## src/rtl/sfmon_pkg.sv

```systemverilog
package sfmon_pkg;
	// ------------------------------------------------------------
	// fault numbers and classes
	// ------------------------------------------------------------
	localparam logic [15:0] ERR_AUTO_START_LOW = 16'h7839;
	localparam logic [15:0] ERR_MAN_START_HIGH = 16'h783a;
	localparam logic [15:0] ERR_GUARD_ACK_LONG = 16'h783b;
	localparam logic [15:0] ERR_SPEED_LIMIT = 16'h7838;
	localparam logic [15:0] ERR_MODULE_REPLACED = 16'h7834;
	localparam logic [15:0] ERR_COMMUTATION = 16'h7835;
	localparam logic [15:0] ERR_CHECKSUM = 16'h7836;
	localparam logic [15:0] ERR_BOOT_ADDR = 16'h7837;
	localparam logic [15:0] ERR_STATE_MISMATCH = 16'h783c;
	localparam logic [15:0] ERR_XF_AUX = 16'h783f;
	localparam logic [15:0] ERR_XF_INTERLOCK = 16'h7840;
	localparam logic [15:0] ERR_XF_RELAY_A = 16'h7841;
	localparam logic [2:0] CLASS_0 = 3'h0;
	localparam logic [2:0] CLASS_1 = 3'h1;
	localparam logic [2:0] CLASS_2 = 3'h2;
	localparam logic [2:0] CLASS_4 = 3'h4;
	localparam int NUM_FAULTS = 12;
	localparam int LATCH_BIT = 23;
	// ------------------------------------------------------------
	// timing
	// ------------------------------------------------------------
	localparam longint CLK_HZ = 64'hbebc200;
	localparam longint GUARD_ACK_MAX_S = 64'h6;
	localparam longint GUARD_ACK_CYCLES = GUARD_ACK_MAX_S * CLK_HZ;
	// start type encoding
	typedef enum logic [0:0] {
		START_MANUAL = 1'b0,
		START_AUTO = 1'b1
	} sfmon_start_t;
	// fault report carried out together
	typedef struct packed {
		logic [31:0] warnWord;
		logic [31:0] sigWord;
		logic [15:0] lastNumber;
		logic [2:0] lastClass;
		logic lastValid;
	} sfmon_report_t;
endpackage

```

## src/rtl/sfmon_fault_monitor.sv

```systemverilog
`timescale 1ns/100ps
module sfmon_fault_monitor #(
	parameter int SPEED_W = 16,
	parameter int CKSUM_W = 16,
	parameter int STATE_W = 8,
	parameter longint GUARD_ACK_LIMIT = sfmon_pkg::GUARD_ACK_CYCLES
) (
	// clock and reset
	input wire logic mclk,
	input wire logic reset_n,
	// start input check
	input wire logic startCheck,
	input wire logic startType,
	input wire logic safety_start_input,
	// guard door
	input wire logic guardAck,
	// speed supervision
	input wire logic autoMode,
	input wire logic [SPEED_W-1:0] velocity,
	input wire logic [SPEED_W-1:0] safely_limited_speed,
	// module and channel checks
	input wire logic moduleReplaced,
	input wire logic commutationFault,
	input wire logic [CKSUM_W-1:0] checksumA,
	input wire logic [CKSUM_W-1:0] checksumB,
	input wire logic [STATE_W-1:0] stateA,
	input wire logic [STATE_W-1:0] stateB,
	input wire logic bootInvalidWrite,
	// cross fault detection
	input wire logic auxiliary_output_one_xf,
	input wire logic interlock_output_xf,
	input wire logic relay_output_channel_a_xf,
	// latch clear
	input wire logic clearLatched,
	// results
	output logic loadDefaults,
	output sfmon_pkg::sfmon_report_t report
);
	// refuse widths and limits the logic cannot serve
	if (SPEED_W < 1 || CKSUM_W < 1 || STATE_W < 1 || GUARD_ACK_LIMIT < 1)
	begin
		$error("sfmon: bad parameter");
	end

	// ------------------------------------------------------------
	// reset release
	// ------------------------------------------------------------
	logic rstMeta_q, rstSync_q;
	always_ff @(posedge mclk or negedge reset_n)
	begin
		if (!reset_n)
		begin
			rstMeta_q <= 1'b0;
			rstSync_q <= 1'b0;
		end
		else
		begin
			rstMeta_q <= 1'b1;
			rstSync_q <= rstMeta_q;
		end
	end
	wire logic rstN = rstSync_q;

	// ------------------------------------------------------------
	// guard acknowledge timer
	// ------------------------------------------------------------
	localparam int CW = $clog2(GUARD_ACK_LIMIT + 2);
	localparam logic [CW-1:0] ACK_LIM = CW'(GUARD_ACK_LIMIT);
	logic [CW-1:0] ackCnt_q;
	logic ackLong;
	always_ff @(posedge mclk or negedge rstN)
	begin
		if (!rstN)
			ackCnt_q <= '0;
		else if (!guardAck)
			ackCnt_q <= '0;
		else if (ackCnt_q <= ACK_LIM)
			ackCnt_q <= ackCnt_q + CW'(1);
	end
	assign ackLong = guardAck && (ackCnt_q == ACK_LIM);

	// ------------------------------------------------------------
	// fault conditions
	// ------------------------------------------------------------
	logic [sfmon_pkg::NUM_FAULTS-1:0] evt;
	logic [sfmon_pkg::NUM_FAULTS-1:0] evtPrev_q;
	logic [sfmon_pkg::NUM_FAULTS-1:0] rise;
	always_comb
	begin
		evt[0] = startCheck && startType == sfmon_pkg::START_AUTO && !safety_start_input;
		evt[1] = startCheck && startType == sfmon_pkg::START_MANUAL && safety_start_input;
		evt[2] = ackLong;
		evt[3] = autoMode && (velocity > safely_limited_speed);
		evt[4] = moduleReplaced;
		evt[5] = commutationFault;
		evt[6] = checksumA != checksumB;
		evt[7] = bootInvalidWrite;
		evt[8] = stateA != stateB;
		evt[9] = auxiliary_output_one_xf;
		evt[10] = interlock_output_xf;
		evt[11] = relay_output_channel_a_xf;
	end

	// edge detect so a persisting condition reports once
	always_ff @(posedge mclk or negedge rstN)
	begin
		if (!rstN)
			evtPrev_q <= '0;
		else
			evtPrev_q <= evt;
	end
	assign rise = evt & ~evtPrev_q;

	// number and class table
	function automatic logic [18:0] faultInfo(input int idx);
		case (idx)
			0: faultInfo = {sfmon_pkg::ERR_AUTO_START_LOW, sfmon_pkg::CLASS_2};
			1: faultInfo = {sfmon_pkg::ERR_MAN_START_HIGH, sfmon_pkg::CLASS_2};
			2: faultInfo = {sfmon_pkg::ERR_GUARD_ACK_LONG, sfmon_pkg::CLASS_2};
			3: faultInfo = {sfmon_pkg::ERR_SPEED_LIMIT, sfmon_pkg::CLASS_1};
			4: faultInfo = {sfmon_pkg::ERR_MODULE_REPLACED, sfmon_pkg::CLASS_0};
			5: faultInfo = {sfmon_pkg::ERR_COMMUTATION, sfmon_pkg::CLASS_4};
			6: faultInfo = {sfmon_pkg::ERR_CHECKSUM, sfmon_pkg::CLASS_4};
			7: faultInfo = {sfmon_pkg::ERR_BOOT_ADDR, sfmon_pkg::CLASS_0};
			8: faultInfo = {sfmon_pkg::ERR_STATE_MISMATCH, sfmon_pkg::CLASS_4};
			9: faultInfo = {sfmon_pkg::ERR_XF_AUX, sfmon_pkg::CLASS_2};
			10: faultInfo = {sfmon_pkg::ERR_XF_INTERLOCK, sfmon_pkg::CLASS_2};
			default: faultInfo = {sfmon_pkg::ERR_XF_RELAY_A, sfmon_pkg::CLASS_2};
		endcase
	endfunction

	// split new events by class
	logic anyWarn, anySig;
	logic [18:0] newest;
	logic [18:0] info;
	logic newestValid;
	always_comb
	begin
		anyWarn = 1'b0;
		anySig = 1'b0;
		newest = '0;
		info = '0;
		newestValid = 1'b0;
		for (int i = 0; i < sfmon_pkg::NUM_FAULTS; i++)
		begin
			info = faultInfo(i);
			if (rise[i])
			begin
				if (info[2:0] == sfmon_pkg::CLASS_0)
					anyWarn = 1'b1;
				else
					anySig = 1'b1;
				if (!newestValid)
				begin
					newest = info;
					newestValid = 1'b1;
				end
			end
		end
	end

	// ------------------------------------------------------------
	// latched words
	// ------------------------------------------------------------
	logic warnBit_q, sigBit_q;
	always_ff @(posedge mclk or negedge rstN)
	begin
		if (!rstN)
			warnBit_q <= 1'b0;
		else if (anyWarn)
			warnBit_q <= 1'b1;
		else if (clearLatched)
			warnBit_q <= 1'b0;
	end
	always_ff @(posedge mclk or negedge rstN)
	begin
		if (!rstN)
			sigBit_q <= 1'b0;
		else if (anySig)
			sigBit_q <= 1'b1;
		else if (clearLatched)
			sigBit_q <= 1'b0;
	end

	// ------------------------------------------------------------
	// last fault record
	// ------------------------------------------------------------
	logic [15:0] lastNum_q;
	logic [2:0] lastCls_q;
	logic lastValid_q;
	always_ff @(posedge mclk or negedge rstN)
	begin
		if (!rstN)
		begin
			lastNum_q <= '0;
			lastCls_q <= '0;
			lastValid_q <= 1'b0;
		end
		else if (newestValid)
		begin
			lastNum_q <= newest[18:3];
			lastCls_q <= newest[2:0];
			lastValid_q <= 1'b1;
		end
	end

	always_ff @(posedge mclk or negedge rstN)
	begin
		if (!rstN)
			loadDefaults <= 1'b0;
		else
			loadDefaults <= rise[4];
	end

	// report assembly
	always_comb
	begin
		report = '0;
		report.warnWord[sfmon_pkg::LATCH_BIT] = warnBit_q;
		report.sigWord[sfmon_pkg::LATCH_BIT] = sigBit_q;
		report.lastNumber = lastNum_q;
		report.lastClass = lastCls_q;
		report.lastValid = lastValid_q;
	end
endmodule

```

## config.mk

```make
export PLATFORM = sky130hd
export DESIGN_NAME = sfmon_fault_monitor
export DESIGN_NICKNAME = d
export VERILOG_FILES = /design/src/rtl/sfmon_pkg.sv /design/src/rtl/sfmon_fault_monitor.sv
export SDC_FILE = /design/constraint.sdc
export NUM_CORES = 1
export LEC_CHECK = 0
export ABC_AREA = 1
export BUFFER_PORTS_ARGS = -buffer_cell sky130_fd_sc_hd__buf_2
export CORE_ASPECT_RATIO = 0.7
export CORE_MARGIN = 3
export CORE_UTILIZATION = 45
export CTS_CLUSTER_DIAMETER = 120
export DETAILED_ROUTE_END_ITERATION = 8
export PLACE_DENSITY_LB_ADDON = 0.08
export SLEW_MARGIN = 20
export SYNTH_ARGS = -nofsm -noshare
export SYNTH_HDL_FRONTEND = slang
export SYNTH_SLANG_ARGS = --single-unit
export TNS_END_PERCENT = 30
```

## constraint.sdc

```tcl
create_clock -name mclk -period 2.42 [get_ports mclk]
set_input_delay 0.363 -clock mclk [delete_from_list [all_inputs] [get_ports mclk]]
set_output_delay 0.363 -clock mclk [all_outputs]
set_load 0.02 [all_outputs]
```

==> results of run 1 <==
## report_power, final
part / leakage [uW] / switching [uW] / total (uW) / internal (uW)
combinational: 0.00198 / 316 / 479 / 163
sequential: 0.000755 / 24.2 / 1050 / 1020
clock: 0.000141 / 431 / 1200 / 766
## worst max path at each step
stage | start | to | slack [ns] | depth (start not counted)
after detailed placement | safely_limited_speed[7] | lastNum_q[13]$_DFFE_PN0P_ | 0.27 | 13
after global placement | safely_limited_speed[7] | lastNum_q[13]$_DFFE_PN0P_ | 0.32 | 13
final | ackCnt_q[0]$_DFFE_PN0P_ | lastCls_q[1]$_DFFE_PN0P_ | 0.35 | 15
after floorplan | safely_limited_speed[15] | lastNum_q[13]$_DFFE_PN0P_ | 0.61 | 12
after CTS | ackCnt_q[0]$_DFFE_PN0P_ | lastCls_q[1]$_DFFE_PN0P_ | 0.35 | 15
after global routing | ackCnt_q[0]$_DFFE_PN0P_ | lastNum_q[3]$_DFFE_PN0P_ | 0.16 | 15
## layer usage
layer	GRT usage	up-vias
li1	-	2173
met1	0.311	1984
met2	0.297	235
met3	0.0536	10
met4	0.0524	0
met5	0	-
## sequential cells by signal, indices dropped and copies added (netlist names), 3 cells and up
register and flops:
ackCnt_q 31, evtPrev_q 12, lastNum_q 7, lastCls_q 3
## layout make-up
cell class,count,share of cell area
Multi-Input combinational cell,492,0.471
Sequential cell,59,0.268
Timing Repair Buffer,124,0.124
Inverter,83,0.0568
Clock buffer,13,0.0491
Tap cell,128,0.0291
Clock inverter,2,0.00182
## worst reg2reg max path, delay by kind of cell, from the launching register on
family | cells | cell delay (ns)
adder cells (fa/ha/maj) | 1 | 0.18
buffers and inverters | 2 | 0.20
flip-flops | 1 | 0.39
AND/OR/NAND/NOR | 12 | 1.22
## cell families (layout without fill, tap and decap cells)
| group | Yosys count | count (layout) | synth area share |
|---|---|---|---|
| other | 2 | 68 | 0.00157 |
| and+or+nand+nor | 322 | 322 | 0.307 |
| AOI/OAI and AO/OA | 47 | 47 | 0.0688 |
| xor gates and xnor gates | 37 | 37 | 0.0680 |
| adders and majority gates | 18 | 18 | 0.0472 |
| buffers and inverters | 166 | 222 | 0.198 |
| DFF | 59 | 59 | 0.310 |
## placed cells by master, fill, tap and decap left out, types with 2 or more instances in the layout
cell type and n:
nand3_2 3, o21ai_0 8, nor2_2 2, buf_4 10, conb_1 68, o21a_1 2
o21ai_2 15, ha_1 18, a21oi_1 10, nor3_2 3, clkbuf_16 9, buf_12 2
inv_2 4, dfrtp_1 58, xnor2_1 13, nor2_4 2, clkinv_2 3, inv_1 78
nand3_1 31, nor2_1 70, nor3_1 20, nand3b_1 2, nand4_1 32, nand2_2 3
o21ai_1 8, clkbuf_8 3, buf_2 111, nor4_1 5, nand2_1 146, xor2_1 24
## stage by stage
step,utilization,instance area (sq um)
6_report,0.552,5510
5_1_grt,0.552,5510
4_1_cts,0.552,5510
3_5_place_dp,0.523,5220
3_3_place_gp,0.523,5220
2_1_floorplan,-,5020
==> impl_metrics.csv, run 1 <==
group,metric,value,unit
clock_network,cts_buffers,9,
route,top_layer_used,"met4",
synth,synth_edf_count,0,
timing,rsz0062_at_grt,"no",
synth,synth_area_leaders,"dfrtp_1, buf_4, nand2_1, inv_1, nor2_1",
worst_setup_path,critPathKind,"reg -> reg",
global_routing,grt_pass1_wl,19600,microns
synth,avgSynthCellArea,7.32,sq um
worst_setup_path,cp-start-kind,"register",
timing,hold_viol,0,
timing,tightest_slew,0.643,ns
timing,setup-violations-final,0,
synth,synth.distinct_cells,35,
route,vias,4402,
timing,period_minus_slack,2.07,ns
clock_network,cts_setup_buffers,0,
timing,worst_hold_slack,0.153,ns
layout,regArea,0.00148,sq mm
floorplan,die_area,0.0119,sq mm
synth,post-synth-top-count-cell,"nand2_1",
route,remaining_drc_errors,0,
clock_network,clk_pin_slew,0.05,ns
synth,synthArstFlopShare,1.00,
layout,antenna_cells,0,
synth,ys.flop_type,"dfrtp_1",
route,postRouteAntennaNets,0,
place,hpwl,10000,microns
layout,syn_to_final_growth,15.5,%
hold_path,holdPathEnd,"evtPrev_q[4]$_DFF_PN0_",
route,m1WireLength,5860,microns
synth,synthTopCellsByCount,"nand2_1, inv_1, buf_4",
synth,yosysWarnings,0,
timing,finalSetupTns,0,ns
synth,netlist_area,0.00477,sq mm
pwr,power_density,495,mW/mm^2
worst_setup_path,crit_buf_inv,2,
worst_setup_path,path_common_cell,"nand2_1",
clock_network,clock_sinks,59,
synth,postSynthCellCount,651,
flow_run,cap_violations,0,
timing,finalCritPeriodShare,0.854,
timing,skew,0.0101,ns
clock_network,cts_root_buffer,"clkbuf_16",
global_routing,grt-ovfl-total,0,
pwr,ir_drop,0.000324,V
hold_path,holdCritPathClass,"in -> reg",
worst_setup_path,reg2reg_depth,15,
synth,yosys.area.top_type,"dfrtp_1",
global_routing,antenna_found_initial,0,
clock_network,cts_resized,0,
floorplan,fp-row-count,30,
synth,ys_seq_area_frac,0.310,
timing,fin_ws,0.354,ns
layout,fin_nets,881,
worst_setup_path,cp.arrival,2.29,ns
place,gp_congestion,0.995,
route,drt_iter0_drc,406,
floorplan,die_w,129,microns
layout,drive_gt1_frac,0.226,
worst_setup_path,required,2.65,ns
global_routing,grt_max_degree,44,
floorplan,io_pins,179,
pwr,power,2730,uW
hold_path,hold-path-cell-count,1,
route,post_drt_wl_per_cell,13.7,microns
route,dr_wl_met2,5110,microns
route,viasPerCell,4.89,
route,wl_met3,1230,microns
clock_network,clock_latency,0.33,ns
worst_setup_path,worstReg2RegStart,"ackCnt_q[0]$_DFFE_PN0P_",
synth,ys_ff_latch,59,
run_status,status,"finished clean",
floorplan,coreArea,0.00998,sq mm
clock_network,holdBufCountCts,1,
place,numPortBuffers,111,
layout,fillCellCount,984,
layout,multi_input_area,0.00260,sq mm
worst_setup_path,critPathMaxStageDelay,0.39,ns
worst_setup_path,slowest_stage,"dfrtp_1",
global_routing,grt_util_all_layers,0.208,
place,dpl.cell_count,885,
floorplan,die_y,92.1,microns
worst_setup_path,path_delay_family,"simple AND/OR/NAND/NOR gates",
route,dr.pass1.iters,5,
hold_path,hold_path.startpoint,"moduleReplaced",
global_routing,grt_pass1_vias,3920,
timing,slew-limit-headroom,0.570,
worst_setup_path,end_kind,"register",
place,preCtsSetupSlack,0.268,ns
worst_setup_path,worstPathCellList,"inv_1, ha_1, nand2_1, nor2_1, nand2_1, nor2_1, nand3_1, nor2_2, nor2_4, nand3_2, nor2_4, nand2_2, nand2_1, nand2_1, inv_1",
worst_setup_path,critPathMaxFanout,9,
timing,fmax,484,MHz
clock_network,htreeDepth,3,
floorplan,start_util,0.478,
route,wirelength,12300,microns
clock_network,cts_max_path_buffers,2,
layout,stdcell_count,901,
pwr,leakage,0.00287,uW
worst_setup_path,reg2reg_slack,0.35,ns
timing,final-max-slew-violation-count,0,
synth,synth.top_cell.area_share,0.310,
clock_network,cts_tree,"built",
worst_setup_path,r2r_end,"lastCls_q[1]$_DFFE_PN0P_",
(Power assumes the default switching activity.)
==> run 2, diff against run 1 <==
--- a/config.mk
+++ b/config.mk
@@ -6,12 +6,12 @@
 export NUM_CORES = 1
 export LEC_CHECK = 0
 export ABC_AREA = 1
-export BUFFER_PORTS_ARGS = -buffer_cell sky130_fd_sc_hd__buf_2
 export CORE_ASPECT_RATIO = 0.7
 export CORE_MARGIN = 3
 export CORE_UTILIZATION = 45
 export CTS_CLUSTER_DIAMETER = 120
 export DETAILED_ROUTE_END_ITERATION = 8
+export DONT_BUFFER_PORTS = 1
 export PLACE_DENSITY_LB_ADDON = 0.08
 export SLEW_MARGIN = 20
 export SYNTH_ARGS = -nofsm -noshare
==> impl_metrics.csv, run 2 (synthesis results as in run 1) <==
group,metric,value,unit
worst_setup_path,worstReg2RegStart,"ackCnt_q[1]$_DFFE_PN0P_",
hold_path,hold_path.startpoint,"auxiliary_output_one_xf",
pwr,leakage,0.00248,uW
run_status,status,"finished clean",
route,m1WireLength,5790,microns
floorplan,coreArea,0.00998,sq mm
worst_setup_path,crit_buf_inv,1,
pwr,sequentialPowerShare,0.375,
route,vias,3962,
place,preCtsSetupSlack,0.355,ns
floorplan,fp-row-count,30,
worst_setup_path,critPathKind,"reg -> reg",
timing,period_minus_slack,2.10,ns
layout,final_common_cell,"nand2_1",
worst_setup_path,cp.arrival,2.33,ns
route,dr_wl_met2,4780,microns
timing,fin_ws,0.321,ns
timing,rsz0062_at_grt,"no",
timing,finalSetupTns,0,ns
hold_path,holdCritPathClass,"in -> reg",
route,top_layer_used,"met4",
worst_setup_path,path_common_cell,"nand2_1",
worst_setup_path,crit_start,"ackCnt_q[1]$_DFFE_PN0P_",
route,dr.pass1.iters,5,
route,wl_met3,1120,microns
pwr,ir_drop,0.000412,V
clock_network,clock_sinks,59,
clock_network,cts_max_path_buffers,2,
clock_network,cts_tree,"built",
worst_setup_path,path_delay_family,"simple AND/OR/NAND/NOR gates",
place,gp_congestion,0.986,
route,wirelength,11800,microns
global_routing,grt_pass1_vias,3667,
route,remaining_drc_errors,0,
clock_network,htreeDepth,3,
clock_network,clock_latency,0.33,ns
timing,fmax,476,MHz
layout,fin_nets,771,
floorplan,die_w,129,microns
timing,setup-violations-final,0,
timing,tightest_slew,0.768,ns
layout,syn_to_final_growth,5.33,%
timing,skew,0.00615,ns
pwr,p_sw,748,uW
global_routing,grt_pass1_wl,19000,microns
layout,largest_registers,"ackCnt_q: 31 flops, evtPrev_q: 12 flops, lastNum_q: 7 flops",
pwr,combPwrFrac,0.113,
worst_setup_path,slowest_stage,"nor3_1",
layout,antenna_cells,0,
global_routing,grt_util_all_layers,0.203,
floorplan,start_util,0.478,
timing,slew-limit-headroom,0.488,
layout,largest_register,"ackCnt_q",
clock_network,cts_root_buffer,"clkbuf_16",
timing,finalCritPeriodShare,0.867,
layout,regArea,0.00148,sq mm
global_routing,antenna_found_initial,0,
worst_setup_path,cp-start-kind,"register",
layout,multi_input_area,0.00260,sq mm
timing,hold_viol,0,
clock_network,cts_buffers,9,
route,postRouteAntennaNets,0,
pwr,p_int,2150,uW
floorplan,die_y,92.1,microns
pwr,pwr-share-clk,0.512,
layout,mostFrequentLayoutCells,"nand2_1, inv_1, nor2_1",
flow_run,cap_violations,0,
clock_network,clk_pin_slew,0.05,ns
floorplan,die_area,0.0119,sq mm
pwr,swShare,0.258,
worst_setup_path,worstPathCellList,"ha_1, inv_1, nor3_2, nand2_1, nor3_1, xnor2_1, nor2_1, nand2_1, nand2_1",
route,viasPerCell,5.00,
worst_setup_path,end_kind,"register",
pwr,power_density,577,mW/mm^2
route,drt_iter0_drc,310,
route,post_drt_wl_per_cell,14.9,microns
worst_setup_path,critPathMaxStageDelay,0.44,ns
layout,fillCellCount,1005,
global_routing,grt-ovfl-total,0,
worst_setup_path,critPathMaxFanout,5,
worst_setup_path,required,2.65,ns
global_routing,grt_max_degree,25,
timing,final-max-slew-violation-count,0,
layout,drive_gt1_frac,0.0994,
floorplan,io_pins,179,
layout,largest_register_ff_count,31,
place,hpwl,9650,microns
place,numPortBuffers,0,
clock_network,cts_resized,0,
[run 2: cell count changes in the layout (fill, tap and decap cells not counted), sizes merged]
| cell | previous run | this run |
|---|---|---|
| clkbuf | 13 | 11 |
| bufinv | 0 | 3 |
| buf | 123 | 13 |
[run 2: per-stage QoR]
step	instances	hold slack [ns]	utilization	total power (uW)	cell area [sq um]
final	792	0.0559	0.503	2900	5020
after global routing	792	0.0361	0.503	3030	5020
after CTS	792	0.0424	0.503	2930	5020
after detailed placement	775	0.0675	0.468	1430	4670
after global placement	775	0.0675	0.468	1420	4670
after floorplan	717	0.0674	-	1470	5020
[run 2: layer usage]
metal,global-route usage,vias up
li1,-,1970
met1,0.307,1768
met2,0.280,214
met3,0.0623,10
met4,0.0481,0
met5,0,-
[run 2: final cells by class]
cell class / instances / area share
Clock buffer: 11 / 0.0483
Sequential cell: 59 / 0.294
Inverter: 83 / 0.0623
Clock inverter: 5 / 0.0199
Tap cell: 128 / 0.0319
Multi-Input combinational cell: 492 / 0.517
Timing Repair Buffer: 14 / 0.0264
[run 2: final timing paths]
kind	depth (start not counted)	endpoint	slack (ns)
setup / recovery	9	ackCnt_q[24]$_DFFE_PN0P_	0.32
setup reg to reg	9	ackCnt_q[24]$_DFFE_PN0P_	0.32
min in group asynchronous	0	lastNum_q[3]$_DFFE_PN0P_	0.18
max in group asynchronous	1	evtPrev_q[0]$_DFF_PN0_	1.60
hold / removal	0	evtPrev_q[9]$_DFF_PN0_	0.06
hold reg to reg	0	lastNum_q[3]$_DFFE_PN0P_	0.18
[run 2: power groups by stage]
stage | Combinational, uW | Sequential [uW] | Clock [uW]
after global placement | 318 | 1100 | 0
final | 327 | 1090 | 1480
after detailed placement | 326 | 1100 | 0
after global routing | 378 | 1090 | 1560
after floorplan | 370 | 1100 | 0
after CTS | 329 | 1090 | 1510
[run 2: timing repair]
action / in CTS / in global routing
endpoints found under the hold margin: 2 / 0
endpoints found under the setup margin: 0 / 0
hold buffers: 1 / 0
setup buffers: 0 / 0
